==> config.mk <==
export PLATFORM = sky130hd
export DESIGN_NAME = oss_sequencer
export DESIGN_NICKNAME = d
export VERILOG_FILES = /design/src/hw/oss_pkg.sv /design/src/hw/oss_channel.sv /design/src/hw/oss_sequencer.sv
export SDC_FILE = /design/constraint.sdc
export NUM_CORES = 1
export LEC_CHECK = 0
export BUFFER_PORTS_ARGS = -buffer_cell sky130_fd_sc_hd__buf_2
export CORE_ASPECT_RATIO = 0.9
export CORE_UTILIZATION = 50
export DETAILED_ROUTE_END_ITERATION = 10
export PLACE_DENSITY = 0.75
export SLEW_MARGIN = 25
export SYNTH_ARGS = -nofsm -noshare
export SYNTH_HDL_FRONTEND = slang
export SYNTH_SLANG_ARGS = --single-unit
==> constraint.sdc <==
create_clock -name mclk_i -period 2.5 [get_ports mclk_i]
set_input_delay 0 -clock mclk_i [delete_from_list [all_inputs] [get_ports mclk_i]]
set_output_delay 0 -clock mclk_i [all_outputs]
set_load 0.05 [all_outputs]
==> src/hw/oss_pkg.sv <==
/*
 * Shared constants and carrier types for the optical servo sequencer.
 * Assumes one 100 MHz clock and squared encoder levels from outside.
 */
package oss_pkg;

    // ------------------------------------------------------------
    // Geometry
    // ------------------------------------------------------------
    localparam int WHEEL_DETENTS = 192;
    localparam int CARR_DETENTS = 400;
    localparam int POS_W = 9;
    localparam int DELTA_W = 9;
    localparam int SYNC_STAGES = 2;

    // ------------------------------------------------------------
    // Squared channel bundle: X from A, Y from B, Z from inverted A
    // ------------------------------------------------------------
    typedef struct packed {
        logic sq_x;
        logic sq_y;
        logic sq_z;
    } oss_squared_t;

    // Phase window one-hot selects, window 1 is 315..45 degrees
    typedef struct packed {
        logic win4;
        logic win3;
        logic win2;
        logic win1;
    } oss_window_t;

    // Variant selected into the differentiator
    typedef enum logic [1:0] {
        OSS_SEL_A,
        OSS_SEL_B,
        OSS_SEL_A_N,
        OSS_SEL_B_N
    } oss_diff_sel_t;

endpackage

==> src/hw/oss_channel.sv <==
/*
 * One servo channel: synchroniser, gating logic, phase windows,
 * counting clock, direction and the move sequencer.
 * Assumes quadrature A/B (B lags A by a quarter cycle going forward).
 */
`timescale 1ns/1ps

module oss_channel #(
    parameter int DELTA_W = oss_pkg::DELTA_W
) (
    // Clock and reset
    input wire logic mclk_i,
    input wire logic reset_n_i,
    // Squared encoder levels
    input wire oss_pkg::oss_squared_t sq_i,
    // Move command
    input wire logic move_start_i,
    input wire logic [DELTA_W-1:0] move_delta_i,
    // Servo side
    output logic position_mode_o,
    output logic rate_mode_o,
    output logic [DELTA_W-1:0] remaining_o,
    output oss_pkg::oss_window_t window_o,
    output oss_pkg::oss_diff_sel_t diff_sel_o,
    output logic count_pulse_o,
    output logic dir_up_o
);

    // ------------------------------------------------------------
    // Synchroniser
    // ------------------------------------------------------------
    oss_pkg::oss_squared_t meta_reg;
    oss_pkg::oss_squared_t sync_reg;
    oss_pkg::oss_squared_t prev_reg;

    always_ff @(posedge mclk_i or negedge reset_n_i) begin
        if (!reset_n_i) begin
            meta_reg <= '0;
            sync_reg <= '0;
            prev_reg <= '0;
        end else begin
            meta_reg <= sq_i;
            sync_reg <= meta_reg;
            prev_reg <= sync_reg;
        end
    end

    // ------------------------------------------------------------
    // Gating logic
    // ------------------------------------------------------------
    // Quadrant from A (x with z low) and B (y); z is the independent A-bar squarer
    logic a_hi;
    logic b_hi;
    logic a_fall;
    logic a_rise;
    oss_pkg::oss_window_t win;

    assign a_hi = sync_reg.sq_x & ~sync_reg.sq_z;
    assign b_hi = sync_reg.sq_y;
    assign a_fall = prev_reg.sq_x & ~sync_reg.sq_x;
    assign a_rise = ~prev_reg.sq_x & sync_reg.sq_x;

    always_comb begin
        // Exactly one window from the two-bit quadrant
        win = '0;
        unique case ({a_hi, b_hi})
            2'b10: win.win1 = 1'b1;
            2'b11: win.win2 = 1'b1;
            2'b01: win.win3 = 1'b1;
            2'b00: win.win4 = 1'b1;
        endcase
    end

    always_ff @(posedge mclk_i or negedge reset_n_i) begin
        if (!reset_n_i) begin
            window_o <= '0;
            diff_sel_o <= oss_pkg::OSS_SEL_A;
        end else begin
            window_o <= win;
            if (win.win1) diff_sel_o <= oss_pkg::OSS_SEL_A;
            else if (win.win2) diff_sel_o <= oss_pkg::OSS_SEL_B;
            else if (win.win3) diff_sel_o <= oss_pkg::OSS_SEL_A_N;
            else diff_sel_o <= oss_pkg::OSS_SEL_B_N;
        end
    end

    // ------------------------------------------------------------
    // Counting clock at the A zero crossing (detent)
    // ------------------------------------------------------------
    // Pulse on negative-going A when forward, positive-going when
    // reverse, so the count lands just before the target detent.
    logic pulse;
    logic dir_fwd;
    assign dir_fwd = a_fall ? b_hi : ~b_hi;
    assign pulse = (a_fall & b_hi) | (a_rise & b_hi);

    always_ff @(posedge mclk_i or negedge reset_n_i) begin
        if (!reset_n_i) begin
            count_pulse_o <= 1'b0;
            dir_up_o <= 1'b1;
        end else begin
            count_pulse_o <= pulse;
            if (pulse) dir_up_o <= dir_fwd;
        end
    end

    // ------------------------------------------------------------
    // Move sequencer
    // ------------------------------------------------------------
    typedef enum logic {OSS_HOLD, OSS_MOVE} oss_seq_t;
    oss_seq_t seq_reg;
    logic [DELTA_W-1:0] delta_reg;

    always_ff @(posedge mclk_i or negedge reset_n_i) begin
        if (!reset_n_i) begin
            seq_reg <= OSS_HOLD;
            delta_reg <= '0;
        end else begin
            unique case (seq_reg)
                OSS_HOLD: begin
                    if (move_start_i && move_delta_i != '0) begin
                        delta_reg <= move_delta_i;
                        seq_reg <= OSS_MOVE;
                    end
                end
                OSS_MOVE: begin
                    if (count_pulse_o) begin
                        delta_reg <= delta_reg - 1'b1;
                        if (delta_reg == DELTA_W'(1))
                            seq_reg <= OSS_HOLD;
                    end
                end
            endcase
        end
    end

    assign position_mode_o = (seq_reg == OSS_HOLD);
    assign rate_mode_o = (seq_reg == OSS_MOVE);
    assign remaining_o = delta_reg;

endmodule

==> src/hw/oss_sequencer.sv <==
/*
 * Top of the optical servo sequencer: printwheel and carriage
 * channels plus the printwheel absolute position counter.
 * Assumes squared encoder inputs synchronous-ish to mclk_i; they are
 * re-synchronised here anyway.
 */
// What this block does
// - Two channels are squared by three threshold circuits into X, Y, Z.
// - Gating of X, Y, Z gives the counting pulse and four window selects.
// - Each detent is an A zero crossing, held at a negative-going null.
// - The printwheel count runs modulo 192 detents.
// - The carriage has 400 detents per turn, one per counted pulse.
// - A move first drops position mode, then counts pulses on the way.
// - When the count reaches the target, position mode returns.
// - With position mode off the servo runs in rate mode on remaining error.
// - Windows select A, B, inverted A, inverted B in quarter steps.
// - Exactly one window select is active from the first edge after reset; reset clears all four.
// - Both servo channels use the same windowed velocity sampling.
// - The printwheel index is squared separately as absolute reference.
// - The carriage has no index and moves only by relative counts.
// - Wheel position clears on pulse with index, else steps by direction.
// - The delta counter counts down per pulse; zero restores position.
`timescale 1ns/1ps

module oss_sequencer #(
    parameter int WHEEL_DETENTS = oss_pkg::WHEEL_DETENTS,
    parameter int CARR_DETENTS = oss_pkg::CARR_DETENTS
) (
    // Clock and reset
    input wire logic mclk_i,
    input wire logic reset_n_i,
    // Printwheel encoder and index
    input wire oss_pkg::oss_squared_t wheel_sq_i,
    input wire logic wheel_index_i,
    // Carriage encoder
    input wire oss_pkg::oss_squared_t carr_sq_i,
    // Move commands
    input wire logic wheel_start_i,
    input wire logic [oss_pkg::DELTA_W-1:0] wheel_delta_i,
    input wire logic carr_start_i,
    input wire logic [oss_pkg::DELTA_W-1:0] carr_delta_i,
    // Printwheel servo side
    output logic wheel_position_mode_o,
    output logic wheel_rate_mode_o,
    output logic [oss_pkg::DELTA_W-1:0] wheel_remaining_o,
    output oss_pkg::oss_window_t wheel_window_o,
    output oss_pkg::oss_diff_sel_t wheel_diff_sel_o,
    output logic wheel_pulse_o,
    output logic [oss_pkg::POS_W-1:0] wheel_position_o,
    output logic wheel_index_o,
    // Carriage servo side
    output logic carr_position_mode_o,
    output logic carr_rate_mode_o,
    output logic [oss_pkg::DELTA_W-1:0] carr_remaining_o,
    output oss_pkg::oss_window_t carr_window_o,
    output oss_pkg::oss_diff_sel_t carr_diff_sel_o,
    output logic carr_pulse_o,
    output logic carr_dir_up_o,
    output logic [oss_pkg::POS_W-1:0] carr_phase_o
);

    // ------------------------------------------------------------
    // Channels
    // ------------------------------------------------------------
    logic wheel_dir_up;

    oss_channel u_wheel (
        .mclk_i(mclk_i),
        .reset_n_i(reset_n_i),
        .sq_i(wheel_sq_i),
        .move_start_i(wheel_start_i),
        .move_delta_i(wheel_delta_i),
        .position_mode_o(wheel_position_mode_o),
        .rate_mode_o(wheel_rate_mode_o),
        .remaining_o(wheel_remaining_o),
        .window_o(wheel_window_o),
        .diff_sel_o(wheel_diff_sel_o),
        .count_pulse_o(wheel_pulse_o),
        .dir_up_o(wheel_dir_up)
    );

    oss_channel u_carr (
        .mclk_i(mclk_i),
        .reset_n_i(reset_n_i),
        .sq_i(carr_sq_i),
        .move_start_i(carr_start_i),
        .move_delta_i(carr_delta_i),
        .position_mode_o(carr_position_mode_o),
        .rate_mode_o(carr_rate_mode_o),
        .remaining_o(carr_remaining_o),
        .window_o(carr_window_o),
        .diff_sel_o(carr_diff_sel_o),
        .count_pulse_o(carr_pulse_o),
        .dir_up_o(carr_dir_up_o)
    );

    // ------------------------------------------------------------
    // Index synchroniser
    // ------------------------------------------------------------
    // Index is delayed one extra stage to line up with the pulse
    logic idx_meta_reg;
    logic idx_sync_reg;
    logic idx_align_reg;

    always_ff @(posedge mclk_i or negedge reset_n_i) begin
        if (!reset_n_i) begin
            idx_meta_reg <= 1'b0;
            idx_sync_reg <= 1'b0;
            idx_align_reg <= 1'b0;
        end else begin
            idx_meta_reg <= wheel_index_i;
            idx_sync_reg <= idx_meta_reg;
            idx_align_reg <= idx_sync_reg;
        end
    end

    assign wheel_index_o = idx_align_reg;

    // ------------------------------------------------------------
    // Printwheel absolute position
    // ------------------------------------------------------------
    localparam logic [oss_pkg::POS_W-1:0] WHEEL_TOP =
        oss_pkg::POS_W'(WHEEL_DETENTS - 1);
    localparam logic [oss_pkg::POS_W-1:0] CARR_TOP =
        oss_pkg::POS_W'(CARR_DETENTS - 1);

    always_ff @(posedge mclk_i or negedge reset_n_i) begin
        if (!reset_n_i) begin
            wheel_position_o <= '0;
        end else if (wheel_pulse_o) begin
            if (idx_align_reg)
                wheel_position_o <= '0;
            else if (wheel_dir_up)
                wheel_position_o <= (wheel_position_o == WHEEL_TOP) ?
                    '0 : wheel_position_o + 1'b1;
            else
                wheel_position_o <= (wheel_position_o == '0) ?
                    WHEEL_TOP : wheel_position_o - 1'b1;
        end
    end

    // Carriage detent phase within one motor turn, relative only
    always_ff @(posedge mclk_i or negedge reset_n_i) begin
        if (!reset_n_i) begin
            carr_phase_o <= '0;
        end else if (carr_pulse_o) begin
            if (carr_dir_up_o)
                carr_phase_o <= (carr_phase_o == CARR_TOP) ?
                    '0 : carr_phase_o + 1'b1;
            else
                carr_phase_o <= (carr_phase_o == '0) ?
                    CARR_TOP : carr_phase_o - 1'b1;
        end
    end

endmodule

==> impl_metrics.csv, run 1 <==
group,metric,value,unit
outcome,run_status,"completed",
place,dp_area,0.00427,mm2
place,dp_hpwl,6120,um
worst_setup_path,crit_path_max_delay_cell_type,"sky130_fd_sc_hd__or4b_4",
worst_setup_path,worst_setup_path_end_kind,"register",
clocking,clkLatencyLatePin,350,ps
clocking,htree_num_levels,3,
clocking,postCtsSetupBuffers,0,
global_routing,grt_remaining_overflow,0,
clocking,cts.sink_count,71,
die,placementRows,29,
finish,final_cell_count_no_fill,596,
min_path,hold_path_class,"input port to register",
routing,wire_length_per_cell_after_detailed_routing,14.7,um
routing,drt_wl_total,8750,um
die,die-area,0.00793,mm2
finish,filler_cell_count,578,
pwr,vdd_drop_max,0.000956,V
clocking,hold_buffers,23,
timing,fin_skew,9.69,ps
place,pre_cts_ws,457,ps
synthesis,yosysTopAreaCellShare,45.6,%
worst_setup_path,r2r_start,"carr_phase_o[0]",
worst_setup_path,timing.rr.end,"carr_phase_o[8]",
timing,maxClockFrequency,0.477,GHz
worst_setup_path,timing.reg2reg.worst_path_depth,7,
routing,drc,0,
finish,layout-drive-gt1-share,24.9,%
clocking,path_clk_slew,80,ps
worst_setup_path,critPathMaxFanout,8,
timing,timing.final.hold_violations,0,
synthesis,synth-edff-count,0,
timing,slew_headroom,54.3,%
worst_setup_path,startpoint_type,"register",
routing,initialDrtViolationCount,214,
worst_setup_path,ff2ff_setup_slack,400,ps
global_routing,grt_max_degree,44,
timing,fin_crit_sh,83.9,%
finish,core_util_final,65.6,%
place,port-buffer-count,84,
finish,area_used_by_multi_input_combinational_logic,0.00181,mm2
finish,area.sequential,0.00178,mm2
die,die_height,84.6,um
clocking,cts_tree,"done",
synthesis,synth_flop_cell,"sky130_fd_sc_hd__dfrtp_1",
finish,most-common-layout-cells,"sky130_fd_sc_hd__buf_2 (84), sky130_fd_sc_hd__dfrtp_1 (69), sky130_fd_sc_hd__nand2_1 (34)",
die,die-width,93.8,um
worst_setup_path,critical_path.cell_chain,"inv_1 -> ha_1 -> or4b_4 -> or3_4 -> nand2_1 -> a21oi_1 -> a311oi_2",
clocking,cts_resized,0,
pwr,pwr_density_cell,995,mW/mm2
synthesis,netlist_instances,395,
global_routing,grt_usage,22.9,%
worst_setup_path,critPathCapture,"carr_phase_o[8]",
worst_setup_path,arrival,2350,ps
finish,postLayoutCellArea,0.00471,mm2
synthesis,postSynthRegisterBits,71,
synthesis,synth.lib_cells_used.distinct,61,
routing,antenna_left,0,
timing,grt_setup_unrepaired,"no",
global_routing,vias_in_the_first_global_route,3119,
clocking,cts_inserted_buffers,9,
die,core_area,0.00718,mm2
worst_setup_path,slowest_delay,500,ps
routing,vias,3396,
synthesis,synth_area_leaders,"sky130_fd_sc_hd__dfrtp_1 (46%), sky130_fd_sc_hd__ha_1 (5.9%), sky130_fd_sc_hd__o21ai_0 (3.6%), sky130_fd_sc_hd__nand2_1 (3.4%), sky130_fd_sc_hd__nand3_1 (3.3%)",
place,globalplace.congestion,0.897,
finish,final_common_cell,"sky130_fd_sc_hd__buf_2",
synthesis,netlist_area,0.00379,mm2
min_path,timing.hold.worst.start,"carr_delta_i[1]",
synthesis,mappedNetlistNets,442,
timing,fin_ws,402,ps
worst_setup_path,worst-setup-path-type,"register to register",
global_routing,wire_length_of_the_first_global_routing_pass,14300,um
synthesis,yosys_warnings,0,
timing,timing.final.crit_period,2100,ps
routing,routed_via_density,5.70,
timing,slew_viol_final,0,
synthesis,ys_async_sr_fraction,100,%
place,placed_cells_incl_taps,557,
global_routing,antenna_found_initial,0,
finish,layout.nets,545,
die,start_util,52.7,%
timing,report.final.setup_viol,0,
job,drv.max_cap_violation_count,0,
worst_setup_path,worst-endpoint-required,2750,ps
clocking,cts.path.max_buffers,2,
timing,finalSetupTns,0,ps
finish,n_antenna_cell,0,
synthesis,synth-seq-area-share,47.0,%
timing,tightest_slew,685,ps
pwr,leakage,2.18,nW
finish,syn2layout_area_growth,24.3,%
worst_setup_path,worst_setup_path_startpoint,"carr_phase_o[0]",
die,ios,85,
synthesis,synth_top_area_cell,"sky130_fd_sc_hd__dfrtp_1",
clocking,cts_root_buffer,"sky130_fd_sc_hd__clkbuf_8",
synthesis,syn_avg_cell_area,9.59,um2
routing,firstDrtPassIters,5,
## cell type report
cell class                      count  area share (%)
Clock inverter                      7            1.81
Multi-Input combinational cell    279            38.5
Sequential cell                    71            37.8
Tap cell                           93            2.47
Inverter                           26            2.07
Clock buffer                        9            2.63
Timing Repair Buffer              111            14.7
## worst min path at each step
stage / cells past startpoint / to
2_1_floorplan: 0 / carr_phase_o[0]
3_3_place_gp: 1 / wheel_position_o[2]
3_5_place_dp: 1 / wheel_position_o[2]
4_1_cts: 3 / u_wheel.rate_mode_o
5_1_grt: 3 / u_wheel.rate_mode_o
6_report: 3 / u_carr.remaining_o[1]
## Yosys cell counts, drive strengths merged (2+ instances only)
library cell / number
nand4: 3
a41oi: 3
ha: 18
a31o: 6
o2bb2ai: 3
dfrtp: 69
nand2b: 3
and3: 5
o21bai: 2
o32ai: 3
a221oi: 2
xnor2: 3
nor2b: 6
o22ai: 4
o31a: 2
o221a: 6
nor3: 14
nor3b: 2
or4: 2
and4: 3
nor2: 27
inv: 25
a311o: 2
nand3: 25
mux2i: 5
xor2: 2
nand2: 34
dfstp: 2
buf: 5
a31oi: 10
o31ai: 5
clkbuf: 14
o21ai: 27
or3: 3
o41ai: 2
nor4: 4
a22o: 3
a21oi: 23
## through the flow
stage	total power, mW	hold WS [ps]
finish	4.68	8.31
global route	4.95	24.4
CTS	4.70	2.26
detailed placement	3.70	83.5
global placement	3.65	83.6
floorplan	3.26	-296
## report_power, final
part / internal [mW] / total [mW] / switching [mW]
clock network: 0.482 / 0.957 / 0.475
logic: 0.625 / 1.97 / 1.35
registers: 1.36 / 1.76 / 0.394
## critical path, delay by kind of cell, from the launching register on
| family | cells | cell delay, ps |
|---|---|---|
| AOI/OAI and AO/OA | 2 | 260 |
| adders and majority gates | 1 | 210 |
| buffers and inverters | 1 | 90 |
| DFF | 1 | 460 |
| and+or+nand+nor | 3 | 980 |
## metal layers
layer / vias up / GRT usage [%] / wire [um]
met4: 0 / 7.55 / 99
met1: 1595 / 30.2 / 3990
met2: 126 / 37.3 / 4150
met5: - / 0 / 0
li1: 1665 / - / -
met3: 10 / 4.98 / 509
## cells by family after synthesis
group	Yosys count	share of synthesized area, %
simple gates	137	18.1
compound gates	113	21.0
flops	71	47.0
buf+inv	45	5.15
fa+ha+maj	18	5.94
mux	6	1.62
xor+xnor	5	1.16
No activity file was read; power rests on OpenSTA's default activity.
==> run 2, diff against run 1 <==
--- a/config.mk
+++ b/config.mk
@@ -5,11 +5,12 @@
 export SDC_FILE = /design/constraint.sdc
 export NUM_CORES = 1
 export LEC_CHECK = 0
+export ABC_AREA = 1
 export BUFFER_PORTS_ARGS = -buffer_cell sky130_fd_sc_hd__buf_2
 export CORE_ASPECT_RATIO = 0.9
 export CORE_UTILIZATION = 50
 export DETAILED_ROUTE_END_ITERATION = 10
-export PLACE_DENSITY = 0.75
+export PLACE_DENSITY = 0.74
 export SLEW_MARGIN = 25
 export SYNTH_ARGS = -nofsm -noshare
 export SYNTH_HDL_FRONTEND = slang
==> constraint.sdc (replaced) <==
create_clock -name mclk_i -period 1.95 [get_ports mclk_i]
set_input_delay 0 -clock mclk_i [delete_from_list [all_inputs] [get_ports mclk_i]]
set_output_delay 0 -clock mclk_i [all_outputs]
set_load 0.05 [all_outputs]
==> run 2 against run 1 <==
  * The flow now finishes with violations (design-rule violations)
  * Sequential share of layout area fell by 2.6 points
  * Clock-buffer cell count unchanged
  * Routed wire length up 6.6%
  * Critical path depth rose by 2
  * Via count grew 14%
  * Power grew 62%
  * Largest cell class unchanged
  * Highest routed layer unchanged
==> impl_metrics.csv, run 2 <==
group,metric,value,unit
outcome,run_status,"finished with violations",
outcome,violations,"design-rule violations",
finish,n_antenna_cell,0,
clocking,cts_inserted_buffers,9,
timing,fin_skew,11.9,ps
routing,vias,3864,
pwr,internal_power,3.60,mW
clocking,cts.sink_count,71,
pwr,vdd_drop_max,0.000983,V
timing,tightest_slew,404,ps
synthesis,synth_area_leaders,"sky130_fd_sc_hd__dfrtp_1 (42%), sky130_fd_sc_hd__nand2_1 (14%), sky130_fd_sc_hd__nand3_1 (7.7%), sky130_fd_sc_hd__inv_1 (5.9%), sky130_fd_sc_hd__nor2_1 (5.5%)",
clocking,cts_tree,"done",
routing,initialDrtViolationCount,126,
synthesis,synthXorXnorAreaFrac,1.69,%
die,ios,85,
place,port-buffer-count,84,
clocking,postCtsSetupBuffers,0,
routing,firstDrtPassIters,8,
finish,postLayoutCellArea,0.00506,mm2
place,dp_hpwl,6640,um
synthesis,postSynthRegisterBits,71,
die,die-area,0.00868,mm2
synthesis,yosysTopAreaCellShare,41.6,%
synthesis,syn_avg_cell_area,7.47,um2
synthesis,post_synth_fa_ha_maj_area_fraction,5.42,%
place,pre_cts_ws,380,ps
worst_setup_path,worst-setup-path-type,"register to register",
timing,slew_viol_final,0,
synthesis,synthTopCellsByCount,"sky130_fd_sc_hd__nand2_1 (155), sky130_fd_sc_hd__dfrtp_1 (69), sky130_fd_sc_hd__inv_1 (65), sky130_fd_sc_hd__nand3_1 (64), sky130_fd_sc_hd__nor2_1 (61)",
finish,syn2layout_area_growth,21.9,%
worst_setup_path,critPathMaxFanout,6,
clocking,clkLatencyLatePin,340,ps
synthesis,synth-seq-area-share,42.8,%
synthesis,ys_async_sr_fraction,100,%
clocking,cts_resized,0,
clocking,cts.path.max_buffers,2,
timing,slew_headroom,73.0,%
finish,layout.nets,709,
timing,fin_ws,338,ps
worst_setup_path,slowest_delay,450,ps
pwr,pwr_density_cell,1500,mW/mm2
timing,maxClockFrequency,0.620,GHz
timing,finalSetupTns,0,ps
pwr,seq_power_share,31.1,%
die,placementRows,31,
timing,grt_setup_unrepaired,"no",
global_routing,grt_max_degree,72,
global_routing,grt_remaining_overflow,0,
routing,antenna_left,0,
synthesis,synth.lib_cells_used.distinct,34,
worst_setup_path,startpoint_type,"register",
die,core_area,0.00807,mm2
worst_setup_path,worst-endpoint-required,2180,ps
synthesis,simple_gate_area_share_of_the_yosys_netlist,33.9,%
worst_setup_path,arrival,1840,ps
pwr,netSwitchingFraction,52.6,%
synthesis,netlist_area,0.00415,mm2
min_path,hold_path_class,"input port to register",
worst_setup_path,worst_setup_path_end_kind,"register",
worst_setup_path,critical_path.cell_chain,"inv_1 -> ha_1 -> nand2_2 -> nor2_2 -> nand2_2 -> nand3_1 -> nand2_1 -> nand3_1 -> nand2_1",
worst_setup_path,crit_path_max_delay_cell_type,"sky130_fd_sc_hd__dfrtp_1",
finish,final_common_cell,"sky130_fd_sc_hd__nand2_1",
die,die-width,98.1,um
pwr,p_clk_share,15.7,%
timing,timing.final.hold_violations,0,
synthesis,netlist_instances,556,
place,globalplace.congestion,0.942,
pwr,share_comb_of_total_power,53.1,%
synthesis,post_synth_mux_area_share,0,%
pwr,power_switching,3.99,mW
synthesis,mappedNetlistNets,603,
global_routing,vias_in_the_first_global_route,3601,
synthesis,synth_top_family_by_area,"simple AND/OR/NAND/NOR gates",
pwr,design_power_total,7.59,mW
global_routing,grt_usage,22.6,%
routing,drc,6,
synthesis,synth_top_area_cell,"sky130_fd_sc_hd__dfrtp_1",
synthesis,synth-edff-count,0,
synthesis,synth_flop_cell,"sky130_fd_sc_hd__dfrtp_1",
timing,timing.final.crit_period,1610,ps
place,dp_area,0.00465,mm2
clocking,path_clk_slew,80,ps
routing,routed_via_density,5.04,
synthesis,yosys_warnings,0,
timing,report.final.setup_viol,0,
clocking,cts_root_buffer,"sky130_fd_sc_hd__clkbuf_8",
global_routing,wire_length_of_the_first_global_routing_pass,15800,um
clocking,htree_num_levels,3,
die,die_height,88.5,um
die,start_util,51.5,%
finish,filler_cell_count,740,
timing,fin_crit_sh,82.7,%
routing,wire_length_per_cell_after_detailed_routing,12.2,um
synthesis,synth_compound_area_share,7.38,%
clocking,hold_buffers,21,
finish,layout-drive-gt1-share,21.6,%
job,drv.max_cap_violation_count,0,
synthesis,yosysMostFrequentCell,"sky130_fd_sc_hd__nand2_1",
global_routing,antenna_found_initial,0,
finish,most-common-layout-cells,"sky130_fd_sc_hd__nand2_1 (155), sky130_fd_sc_hd__buf_2 (84), sky130_fd_sc_hd__dfrtp_1 (69)",
pwr,leakage,2.66,nW
routing,drt_wl_total,9330,um
-- run 2: cell count changes in the layout (fill, tap and decap cells not counted), moves of 8 or more --
cell	previous run	this run
sky130_fd_sc_hd__nand2_1	34	155
sky130_fd_sc_hd__nor2_2	0	8
sky130_fd_sc_hd__a31oi_1	10	1
sky130_fd_sc_hd__inv_1	24	65
sky130_fd_sc_hd__o21ai_1	0	10
sky130_fd_sc_hd__nor2_1	27	61
sky130_fd_sc_hd__nand2_2	0	8
sky130_fd_sc_hd__a21oi_1	23	6
sky130_fd_sc_hd__nor3_1	14	2
sky130_fd_sc_hd__nand3_1	25	64
-- run 2: final timing paths --
check | end | slack (ps) | from | cells past startpoint
setup / recovery | wheel_position_o[6] | 340 | wheel_position_o[0] | 9
min in group asynchronous | u_carr.window_o[0] | 190 | reset_n_i | 3
max in group asynchronous | u_carr.dir_up_o | 1410 | reset_n_i | 3
hold / removal | u_carr.remaining_o[3] | 10 | carr_delta_i[3] | 3
hold reg to reg | u_carr.sync_reg[0] | 350 | u_carr.meta_reg[0] | 0
setup reg to reg | wheel_position_o[6] | 340 | wheel_position_o[0] | 9
-- run 2: area by class of cell --
class | instances | area (um2) | share of cell area, %
Multi-Input combinational cell | 400 | 2010 | 39.7
Tap cell | 99 | 124 | 2.45
Inverter | 69 | 259 | 5.12
Clock inverter | 7 | 80.1 | 1.58
Clock buffer | 9 | 124 | 2.45
Timing Repair Buffer | 111 | 688 | 13.6
Sequential cell | 71 | 1780 | 35.1
-- run 2: logic make-up after synthesis --
logic type,Yosys count
adder cells (fa/ha/maj),18
AND/OR/NAND/NOR,321
AO/OA/AOI/OAI,53
XOR/XNOR,8
buffers and inverters,85
flip-flops,71
-- run 2: worst max-delay path: cells and delay by family, from the launching register on --
family                   cells  cell delay [ps]
buffers and inverters        1              150
flip-flops                   1              450
AND/OR/NAND/NOR              7              620
adder cells (fa/ha/maj)      1              280
-- run 2: metrics by stage --
stage	hold WS [ps]	utilization [%]	instances
after floorplan	-296	-	556
after global placement	54.2	57.6	729
after detailed placement	56.8	57.6	729
after CTS	0.00613	62.7	766
after global routing	25.1	62.7	766
final	10.4	62.7	766
-- run 2: metal layers --
| layer | GRT usage, % | part of all wire, % |
|---|---|---|
| met1 | 28.7 | 46 |
| met4 | 7.02 | 1.0 |
| met3 | 3.95 | 5.1 |
| met2 | 39.7 | 48 |
| met5 | 0 | 0 |
-- run 2: power by group through the flow --
stage | Clock (mW) | Sequential [mW] | Combinational [mW]
final | 1.19 | 2.36 | 4.03
after global routing | 1.28 | 2.43 | 4.46
after CTS | 1.23 | 2.36 | 4.02
after detailed placement | 0 | 2.38 | 3.98
after global placement | 0 | 2.36 | 3.92
after floorplan | 0 | 3.33 | 2.20
